<file path="config.mk">
export PLATFORM = sky130hd
export DESIGN_NAME = host_port_pins_and_straps
export DESIGN_NICKNAME = d
export VERILOG_FILES = /design/src/host_port_pins_and_straps.v /design/src/host_port_fifo.v
export VERILOG_INCLUDE_DIRS = /design/src /design/src/src
export SDC_FILE = /design/constraint.sdc
export NUM_CORES = 1
export LEC_CHECK = 0
export BUFFER_PORTS_ARGS = -buffer_cell sky130_fd_sc_hd__buf_2
export CORE_MARGIN = 8
export CORE_UTILIZATION = 41
export DETAILED_ROUTE_END_ITERATION = 10
export GPL_TIMING_DRIVEN = 0
export PLACE_DENSITY_LB_ADDON = 0.15
export SLEW_MARGIN = 15
export SYNTH_ARGS = -nofsm -noshare
export SYNTH_HDL_FRONTEND = slang
export SYNTH_HIERARCHICAL = 1
export SYNTH_SLANG_ARGS = --single-unit
</file>
<file path="constraint.sdc">
create_clock -name mclk -period 12.6 [get_ports mclk]
set_input_delay 2.52 -clock mclk [delete_from_list [all_inputs] [get_ports mclk]]
set_output_delay 2.52 -clock mclk [all_outputs]
set_load 0.01 [all_outputs]
</file>
<file path="src/host_port_defines.vh">
// Operation
// - fifo select routes accesses to data FIFOs
// - seven bit word address picks registers or FIFOs
// - strobes count only with chip select low
// - write with chip select wakes from sleep
// - upper data pull-downs off in wide mode
// - one interrupt: sources, drive programmable; polarity only in push-pull
// - link-rate strap sets default speed and autoneg
// - bus-width strap latched at reset release
// - crossover swaps transmit and receive pair roles
// - prom data pin: prom, output three, monitor
// - prom clock pin: prom, output four, monitor
// - dedicated prom select, shared data pin
// - any write wakes, data ignored
`ifndef HOST_PORT_DEFINES_VH
`define HOST_PORT_DEFINES_VH

// word address regions on A[7:1]
`define RX_PORT_BASE 7'h00
`define TX_PORT_BASE 7'h10
`define CSR_BASE 7'h20

// pin mode codes for the shared prom pins
`define PIN_MODE_PROM 2'h0
`define PIN_MODE_GPO 2'h1
`define PIN_MODE_MON_EN 2'h2
`define PIN_MODE_MON_CLK 2'h3

// cycles after reset release before straps are sampled (two sync stages)
`define STRAP_WAIT 2'h2

`define TX_FIFO_DEPTH 8
`define TX_FIFO_ADDR_W 3

`endif

</file>
<file path="src/host_port_pins_and_straps.v">
`timescale 1ns/1ps
`default_nettype none
`include "host_port_defines.vh"

module host_port_pins_and_straps #(
   parameter IRQ_SOURCES = 8
) (
   input wire mclk,
   input wire rst,
   // host bus pins
   input wire chipSelectN,
   input wire readStrobeN,
   input wire writeStrobeN,
   input wire fifoSelect,
   input wire [6:0] hostAddr,
   input wire [31:0] hostDataIn,
   output reg [31:0] hostDataOut,
   output reg [31:0] hostDataOe,
   output reg upperPullDownEn,
   // interrupt pin
   output reg irqOut,
   output reg irqOe,
   // straps
   input wire linkRateStrap,
   output reg busWide,
   output reg defaultSpeed100,
   output reg defaultFullDuplex,
   output reg defaultAutoNeg,
   // serial prom pins
   input wire serialPromDataIn,
   output reg serialPromDataOut,
   output reg serialPromDataOe,
   output reg serialPromClock,
   output reg serialPromSelect,
   // core side: registers
   output reg [6:0] regAddr,
   output reg regRead,
   output reg regWrite,
   output reg regUpperHalf,
   output reg [31:0] regWdata,
   input wire [31:0] regRdata,
   // core side: receive data port
   input wire [31:0] rxData,
   output reg rxPop,
   // core side: transmit stream out of the fifo
   output wire txValid,
   output wire [31:0] txData,
   input wire txReady,
   output reg txFull,
   // core side: power, interrupt, crossover, prom control
   input wire sleepReq,
   output reg asleep,
   output reg readSeen,
   input wire [IRQ_SOURCES-1:0] irqSources,
   input wire [IRQ_SOURCES-1:0] irqEnable,
   input wire irqActiveHigh,
   input wire irqPushPull,
   input wire crossAuto,
   input wire crossManual,
   output reg pairAIsOutput,
   output reg pairBIsOutput,
   input wire [1:0] dataPinMode,
   input wire [1:0] clockPinMode,
   input wire gpoThree,
   input wire gpoFour,
   input wire miiTxEn,
   input wire miiTxClk,
   input wire miiRxDv,
   input wire miiRxClk,
   input wire promSelectReq,
   input wire promClockReq,
   input wire promDataOutReq,
   input wire promDataOeReq,
   output reg promDataIn
);
   // two-stage synchronisers for every pin input
   reg [2:0] strobe1_q;
   reg [2:0] strobe2_q;
   reg [7:0] addr1_q;
   reg [7:0] addr2_q;
   reg [31:0] data1_q;
   reg [31:0] data2_q;
   reg [1:0] pinMisc1_q;
   reg [1:0] pinMisc2_q;

   always @(posedge mclk or posedge rst) begin
      if (rst) begin
         strobe1_q <= 3'h7;
         strobe2_q <= 3'h7;
         addr1_q <= 8'h00;
         addr2_q <= 8'h00;
         data1_q <= 32'h00000000;
         data2_q <= 32'h00000000;
         pinMisc1_q <= 2'h0;
         pinMisc2_q <= 2'h0;
      end else begin
         strobe1_q <= {chipSelectN, readStrobeN, writeStrobeN};
         strobe2_q <= strobe1_q;
         addr1_q <= {fifoSelect, hostAddr};
         addr2_q <= addr1_q;
         data1_q <= hostDataIn;
         data2_q <= data1_q;
         pinMisc1_q <= {linkRateStrap, serialPromDataIn};
         pinMisc2_q <= pinMisc1_q;
      end
   end

   wire csActive = ~strobe2_q[2];
   wire rdLevel = csActive & ~strobe2_q[1];
   wire wrLevel = csActive & ~strobe2_q[0];
   reg rdPrev_q;
   reg wrPrev_q;
   wire rdStart = rdLevel & ~rdPrev_q;
   wire wrStart = wrLevel & ~wrPrev_q;
   wire fifoSel = addr2_q[7];
   wire [6:0] wordAddr = addr2_q[6:0];

   // strap capture a few cycles after release, once the synchronisers hold pin levels
   reg [1:0] strapWait_q;
   reg strapDone_q;

   always @(posedge mclk or posedge rst) begin
      if (rst) begin
         strapWait_q <= 2'h0;
         strapDone_q <= 1'b0;
         busWide <= 1'b0;
         defaultSpeed100 <= 1'b0;
         defaultFullDuplex <= 1'b0;
         defaultAutoNeg <= 1'b0;
         upperPullDownEn <= 1'b1;
      end else if (!strapDone_q) begin
         if (strapWait_q == `STRAP_WAIT) begin
            strapDone_q <= 1'b1;
            busWide <= pinMisc2_q[0];
            upperPullDownEn <= ~pinMisc2_q[0];
            defaultSpeed100 <= pinMisc2_q[1];
            defaultAutoNeg <= pinMisc2_q[1];
            defaultFullDuplex <= 1'b0;
         end else begin
            strapWait_q <= strapWait_q + 2'h1;
         end
      end
   end

   // region decode; fifo select forces the data ports and drops A[7:3]
   wire isRxPort = fifoSel | (wordAddr < `TX_PORT_BASE);
   wire isTxPort = fifoSel | ((wordAddr >= `TX_PORT_BASE) && (wordAddr < `CSR_BASE));
   wire [6:0] csrAddr = fifoSel ? {5'h00, wordAddr[1:0]} : wordAddr;
   wire upperHalf = ~busWide & wordAddr[0];
   wire halfLast = busWide | upperHalf;

   // transmit fifo; full blocks the write instead of overwriting
   reg txPush_q;
   reg [31:0] txWord_q;
   reg [15:0] txLow_q;
   wire txInReady;

   host_port_fifo #(
      .WIDTH(32),
      .DEPTH(`TX_FIFO_DEPTH),
      .ADDR_W(`TX_FIFO_ADDR_W)
   ) txFifo (
      .mclk(mclk),
      .rst(rst),
      .inValid(txPush_q),
      .inData(txWord_q),
      .inReady(txInReady),
      .outValid(txValid),
      .outData(txData),
      .outReady(txReady)
   );

   wire writeOk = wrStart & readSeen & ~asleep & strapDone_q;
   reg rdPending_q;
   reg rdFromRx_q;
   reg rdUpper_q;
   reg [31:0] rxHold_q;

   always @(posedge mclk or posedge rst) begin
      if (rst) begin
         rdPrev_q <= 1'b0;
         wrPrev_q <= 1'b0;
         asleep <= 1'b0;
         readSeen <= 1'b0;
         regAddr <= 7'h00;
         regRead <= 1'b0;
         regWrite <= 1'b0;
         regUpperHalf <= 1'b0;
         regWdata <= 32'h00000000;
         rxPop <= 1'b0;
         txPush_q <= 1'b0;
         txWord_q <= 32'h00000000;
         txLow_q <= 16'h0000;
         txFull <= 1'b0;
         rdPending_q <= 1'b0;
         rdFromRx_q <= 1'b0;
         rdUpper_q <= 1'b0;
         rxHold_q <= 32'h00000000;
         hostDataOut <= 32'h00000000;
         hostDataOe <= 32'h00000000;
      end else begin
         rdPrev_q <= rdLevel;
         wrPrev_q <= wrLevel;
         regRead <= 1'b0;
         regWrite <= 1'b0;
         rxPop <= 1'b0;
         txPush_q <= 1'b0;
         rdPending_q <= 1'b0;
         txFull <= ~txInReady;
         // a host write ends sleep whatever its data, and needs a fresh read after
         if (wrStart && asleep) begin
            asleep <= 1'b0;
            readSeen <= 1'b0;
         end else if (sleepReq && !asleep) begin
            asleep <= 1'b1;
            readSeen <= 1'b0;
         end else if (rdStart && !asleep && strapDone_q) begin
            readSeen <= 1'b1;
         end
         if (rdStart && !asleep && strapDone_q) begin
            rdPending_q <= 1'b1;
            rdUpper_q <= upperHalf;
            rdFromRx_q <= isRxPort;
            regUpperHalf <= upperHalf;
            if (isRxPort) begin
               // the wide word pops on its last half
               rxPop <= halfLast;
               rxHold_q <= rxData;
            end else begin
               regRead <= 1'b1;
               regAddr <= csrAddr;
            end
         end
         if (writeOk) begin
            regUpperHalf <= upperHalf;
            if (isTxPort) begin
               // narrow bus: low half first, the high half completes the word
               if (!halfLast) begin
                  txLow_q <= data2_q[15:0];
               end else if (txInReady) begin
                  txPush_q <= 1'b1;
                  txWord_q <= busWide ? data2_q : {data2_q[15:0], txLow_q};
               end
            end else begin
               regWrite <= 1'b1;
               regAddr <= csrAddr;
               regWdata <= busWide ? data2_q : {16'h0000, data2_q[15:0]};
            end
         end
         if (rdPending_q) begin
            if (rdFromRx_q) begin
               hostDataOut <= (busWide || !rdUpper_q) ? rxHold_q : {16'h0000, rxHold_q[31:16]};
            end else begin
               hostDataOut <= regRdata;
            end
         end
         // drive only while the read is held, upper lanes only when wide
         hostDataOe <= rdLevel ? (busWide ? 32'hffffffff : 32'h0000ffff) : 32'h00000000;
      end
   end

   // interrupt pin
   wire irqAny = |(irqSources & irqEnable);
   always @(posedge mclk or posedge rst) begin
      if (rst) begin
         irqOut <= 1'b0;
         irqOe <= 1'b0;
      end else begin
         // open-drain drives low when active and floats otherwise
         irqOut <= irqPushPull ? (irqAny ~^ irqActiveHigh) : 1'b0;
         irqOe <= irqPushPull | irqAny;
      end
   end

   // crossover swaps pair roles
   always @(posedge mclk or posedge rst) begin
      if (rst) begin
         pairAIsOutput <= 1'b1;
         pairBIsOutput <= 1'b0;
      end else begin
         pairAIsOutput <= ~(crossAuto | crossManual);
         pairBIsOutput <= crossAuto | crossManual;
      end
   end

   // shared prom pins; the data pin stays an input until the strap is taken
   wire dataIsProm = (dataPinMode == `PIN_MODE_PROM);
   wire clockIsProm = (clockPinMode == `PIN_MODE_PROM);
   always @(posedge mclk or posedge rst) begin
      if (rst) begin
         serialPromDataOut <= 1'b0;
         serialPromDataOe <= 1'b0;
         serialPromClock <= 1'b0;
         serialPromSelect <= 1'b0;
         promDataIn <= 1'b0;
      end else begin
         promDataIn <= pinMisc2_q[0];
         serialPromSelect <= promSelectReq & dataIsProm & clockIsProm & strapDone_q;
         case (dataPinMode)
            `PIN_MODE_PROM: begin
               serialPromDataOut <= promDataOutReq;
               serialPromDataOe <= promDataOeReq & strapDone_q;
            end
            `PIN_MODE_GPO: begin
               serialPromDataOut <= gpoThree;
               serialPromDataOe <= strapDone_q;
            end
            `PIN_MODE_MON_EN: begin
               serialPromDataOut <= miiTxEn;
               serialPromDataOe <= strapDone_q;
            end
            default: begin
               // monitored clock is resampled, so it is only a coarse view
               serialPromDataOut <= miiTxClk;
               serialPromDataOe <= strapDone_q;
            end
         endcase
         case (clockPinMode)
            `PIN_MODE_PROM: serialPromClock <= promClockReq;
            `PIN_MODE_GPO: serialPromClock <= gpoFour;
            `PIN_MODE_MON_EN: serialPromClock <= miiRxDv;
            default: serialPromClock <= miiRxClk;
         endcase
      end
   end
endmodule // host_port_pins_and_straps

`default_nettype wire

</file>
<file path="src/host_port_fifo.v">
`timescale 1ns/1ps
`default_nettype none

module host_port_fifo #(
   parameter WIDTH = 32,
   parameter DEPTH = 8,
   parameter ADDR_W = 3
) (
   input wire mclk,
   input wire rst,
   input wire inValid,
   input wire [WIDTH-1:0] inData,
   output wire inReady,
   output wire outValid,
   output wire [WIDTH-1:0] outData,
   input wire outReady
);
   reg [WIDTH-1:0] mem [0:DEPTH-1];
   reg [ADDR_W-1:0] wrPtr_q;
   reg [ADDR_W-1:0] rdPtr_q;
   reg [ADDR_W:0] count_q;
   wire push;
   wire pop;

   assign inReady = (count_q != DEPTH[ADDR_W:0]);
   assign outValid = (count_q != {(ADDR_W+1){1'b0}});
   assign outData = mem[rdPtr_q];
   assign push = inValid & inReady;
   assign pop = outValid & outReady;

   always @(posedge mclk) begin
      if (push) begin
         mem[wrPtr_q] <= inData;
      end
   end

   // pointers wrap by index compare so DEPTH need not be a power of two
   always @(posedge mclk or posedge rst) begin
      if (rst) begin
         wrPtr_q <= {ADDR_W{1'b0}};
         rdPtr_q <= {ADDR_W{1'b0}};
         count_q <= {(ADDR_W+1){1'b0}};
      end else begin
         if (push) begin
            wrPtr_q <= (wrPtr_q == DEPTH[ADDR_W-1:0] - 1'b1) ? {ADDR_W{1'b0}} : wrPtr_q + 1'b1;
         end
         if (pop) begin
            rdPtr_q <= (rdPtr_q == DEPTH[ADDR_W-1:0] - 1'b1) ? {ADDR_W{1'b0}} : rdPtr_q + 1'b1;
         end
         if (push && !pop) begin
            count_q <= count_q + 1'b1;
         end else if (pop && !push) begin
            count_q <= count_q - 1'b1;
         end
      end
   end
endmodule // host_port_fifo

`default_nettype wire

</file>
==> metrics.md <==
| Metric | Value |
|---|---|
| Crit Path Class | flip-flop to primary output |
| Grt met1 use | 0.2335 |
| Multi-input logic area | approximately 0.0054 mm² |
| Sw power | 1337 µW |
| Fill cells | 4,322 |
| Clk pin slew, worst setup/hold paths | 0.06 ns |
| LEAKAGE | 0.01066 µW |
| Worst skew pair latency | 0.60 ns |
| Share of layout cells above drive strength 1 | 0.4266 |
| Post-synth EDFFs | 256 |
| CP Data Arrival Time | 2.74 ns |
| Max-cap violations | 0 |
| CP Capture Type | primary output |
| Mapped Nets | about 1,300 |
| Drt via density | about 5.0 |
| Die area | just under 0.06 mm² |
| First DRT Iteration DRCs | 667 |
| # setup viols final | 0 |
| IO Pins | 304 |
| Fmax | 0.1900 GHz |
| Largest cells by area after synthesis | edfxtp_1, dfrtp_1, mux4_2 |
| Post-Syn Area | a little over 0.02 mm² |
| Clock Tree Buf Depth | 3 |
| Sw frac | 0.2806 |
| Overall die width | about 240 µm |
| Grt ovf | 0 |
| Reg area | 0.01470 mm² |
| Period utilization | 0.4178 |
| Total power | 4764 µW |
| Num rows | a little over 80 |
| GRT Resource Usage Total | 0.1797 |
| Max-slew violations | 0 |
| Pwr per Cell Area | between 150 and 200 mW/mm² |
| Top_reg_cell synth | dfrtp_1 |
| Met2 GRT Util | 0.2979 |
| Count of cell types in the netlist | 58 |
| Total of warnings raised by yosys | 6 |
| Antenna viol nets, final | 0 |
| Largest net degree at the start of global routing | a little over 100 |
| GR peak layer | met2 |
| Power share of the clock group | 0.330 |
| Met3 Use GR | 0.04997 |
| Fin area | 0.02513 mm² |
| Setup TNS | 0 ns |
| Crit path launch type | flip-flop |
| Gate Count Post-Synth | ~1,200 |
| Synth top area share | 0.3731 |
| Layout area overhead | 21.98% |
| RSZ-0062 raised after global routing | false |
| Cell taking the most area after synthesis | edfxtp_1 |
| Drt pass-1 iters | 4 |
| Logic pwr share | 0.228 |
| Peak VDD IR | 0.1142 mV |
| Core Box Area | 0.04986 mm² |
| CTS tree | yes |
| Vias in the first global route | 12,505 |
| Post-DP HPWL | 37,570 µm |
| CTS Root Cell | clkbuf_16 |
| Slew margin rel. | 0.4256 |
| Port bufs | between 300 and 400 |
| Sequential share of the synthesized area | 0.7136 |
| Hold Crit Class | flip-flop to flip-flop |
| Tightest Pin Transition | 0.8569 ns |
| Cts hold-fix bufs | 0 |
| WL/cell | 22.50 µm |
| Clock Skews | approximately 0.021 ns |
| Max Fanout on Critical Path | 10 |
| Routed Wire Length | 51,560 µm |
| Antenna violations before repair | 13 |
| Final hold violations | 0 |
| Placed cell area | 0.02337 mm² |
| Height of the die | 240.2 µm |
| Outcome | finished, final reports clean |
| Period minus WS final | 5.265 ns |
| Flop pwr share | 0.442 |
| Nets@finish | about 1,700 |
| Worst slack, placed | 7.922 ns |
| Ys async rst share | 0.5224 |
| GPL Wtd Cong | 0.7877 |
| Initial Util | 0.4132 |
| Final WS setup | about 7.3 ns |
| Vias | 11,381 |
| Clock Sinks | 536 |
| WP data required | 10.08 ns |
| Seq cells post-synth | 536 |
| DRC Markers | 0 |
| Syn avg cell area | 17.46 µm² |
| Postcts setup bufs | 0 |
| H-tree depth | 2 |
| CTS buffer count | 56 |
| First-pass GRT wire length | 78,090 µm |
| Internal power | about 3400 µW |
| Cts repair resizes | 0 |
## cells by family (layout without fill, tap and decap cells)
kind of cell	Yosys count	after routing	synth area share
AOI/OAI and AO/OA	121	121	0.03534
adders and majority gates	9	9	0.005830
and+or+nand+nor	163	163	0.04153
xor gates and xnor gates	4	4	0.001700
muxes	244	244	0.1731
other	1	6	0.0001820
DFF	536	536	0.7136
buffers and inverters	102	537	0.02872
## Yosys cell counts, drive strengths merged, types with 2 or more instances
cell type and number:
nand3b 4, nor3 7, nand2 38, ha 8, o21ba 2, a21o 18, buf 62, nor2b 22
a211oi 2, mux2i 51, a21oi 37, or4 2, a31oi 16, nor4 2, mux2 127, dfstp 8
o21ai 35, nor2 50, clkbuf 29, edfxtp 256, or2 4, and3 16, nand2b 3, and2 2
or3 4, or4b 2, inv 11, dfrtp 272, mux4 66, o21a 2, nand3 3, a22oi 4
xnor2 4
## placed cells by master (no fill, tap or decap), types with 4 or more instances in the layout
cell / netlist / final
clkbuf_16: 0 / 57
mux2_2: 94 / 94
nand2_1: 36 / 36
dfrtp_1: 272 / 272
diode_2: 0 / 5
inv_1: 10 / 9
or3_1: 4 / 4
buf_2: 11 / 315
mux4_1: 4 / 4
a31oi_1: 16 / 16
nor3_2: 0 / 4
nor2b_1: 22 / 22
a21o_1: 18 / 18
mux4_2: 62 / 62
xnor2_1: 4 / 4
clkinv_1: 0 / 4
buf_1: 8 / 8
ha_1: 8 / 8
buf_16: 0 / 4
clkbuf_8: 0 / 8
clkbuf_1: 29 / 47
mux2_4: 33 / 33
nor2_1: 47 / 44
buf_4: 35 / 49
clkinv_2: 0 / 10
dfstp_2: 8 / 8
edfxtp_1: 256 / 256
o21ai_0: 34 / 34
a21oi_1: 37 / 37
a22oi_1: 4 / 4
and3_1: 16 / 16
buf_6: 7 / 15
or2_2: 4 / 4
mux2i_1: 51 / 51
## per-stage QoR
stage | util | hold slack, ns | std cells
after CTS | 0.5038 | 0.3453 | 2287
final | 0.5041 | 0.3442 | 2292
after global placement | 0.4604 | 0.3322 | 2154
after global routing | 0.5039 | 0.3512 | 2288
after floorplan | - | 0.3312 | 1180
after detailed placement | 0.4687 | 0.3347 | 2184
## area by class of cell
class / instances / area share
clock buffer: 83 / 0.06382
inverter: 11 / 0.001941
timing repair buffer: 332 / 0.07427
buffer: 91 / 0.02190
antenna: 5 / 0.0004978
tap: 672 / 0.03345
clock inverter: 20 / 0.005924
multi-input combinational: 542 / 0.2132
sequential: 536 / 0.5850
## worst max-delay path: stages, from the launching register on
cell and delay, ns:
dfrtp_1 0.36, buf_2 0.25, buf_1 0.62, mux4_2 0.42, mux2_2 0.33, buf_2 0.16
## power groups by stage
stage / clock (µW) / combinational, µW / sequential [µW]
6_report: 1570 / 1090 / 2110
4_1_cts: 1610 / 1120 / 2110
2_1_floorplan: 0 / 689 / 2130
3_5_place_dp: 0 / 1110 / 2140
5_1_grt: 1680 / 1190 / 2120
3_3_place_gp: 0 / 1100 / 2130
## registers in the layout (all words and copies together) (netlist names), 4 cells and up
signal	count
txFifo/mem	256
data2_q	32
hostDataOut	32
txWord_q	32
txFifo/count_q	4
rxHold_q	32
data1_q	32
regAddr	7
addr2_q	8
addr1_q	8
txLow_q	16
regWdata	32
## path summary, 6_finish.rpt
| kind | start | slack (ns) | to | cells past startpoint |
|---|---|---|---|---|
| max | txFifo/rdPtr_q[1]$_DFFE_PP0P_ | 7.34 | txData[19] | 5 |
| min | data1_q[5]$_DFF_PP0_ | 0.34 | data2_q[5]$_DFF_PP0_ | 0 |
| max reg2reg | txFifo/count_q[0]$_DFFE_PP0P_ | 9.47 | txFifo/count_q[3]$_DFFE_PP0P_ | 9 |
| min reg2reg | data1_q[5]$_DFF_PP0_ | 0.34 | data2_q[5]$_DFF_PP0_ | 0 |
| max in group asynchronous | rst | 9.69 | data2_q[9]$_DFF_PP0_ | 3 |
| min in group asynchronous | rst | 1.99 | txFifo/count_q[1]$_DFFE_PP0P_ | 2 |
## per-layer routing
layer,part of all wire,up-vias
li1,-,5168
met1,0.43,5818
met2,0.49,300
met3,0.067,79
met4,0.018,16
met5,0.0020,-
Power figures use the tool's default switching activity.
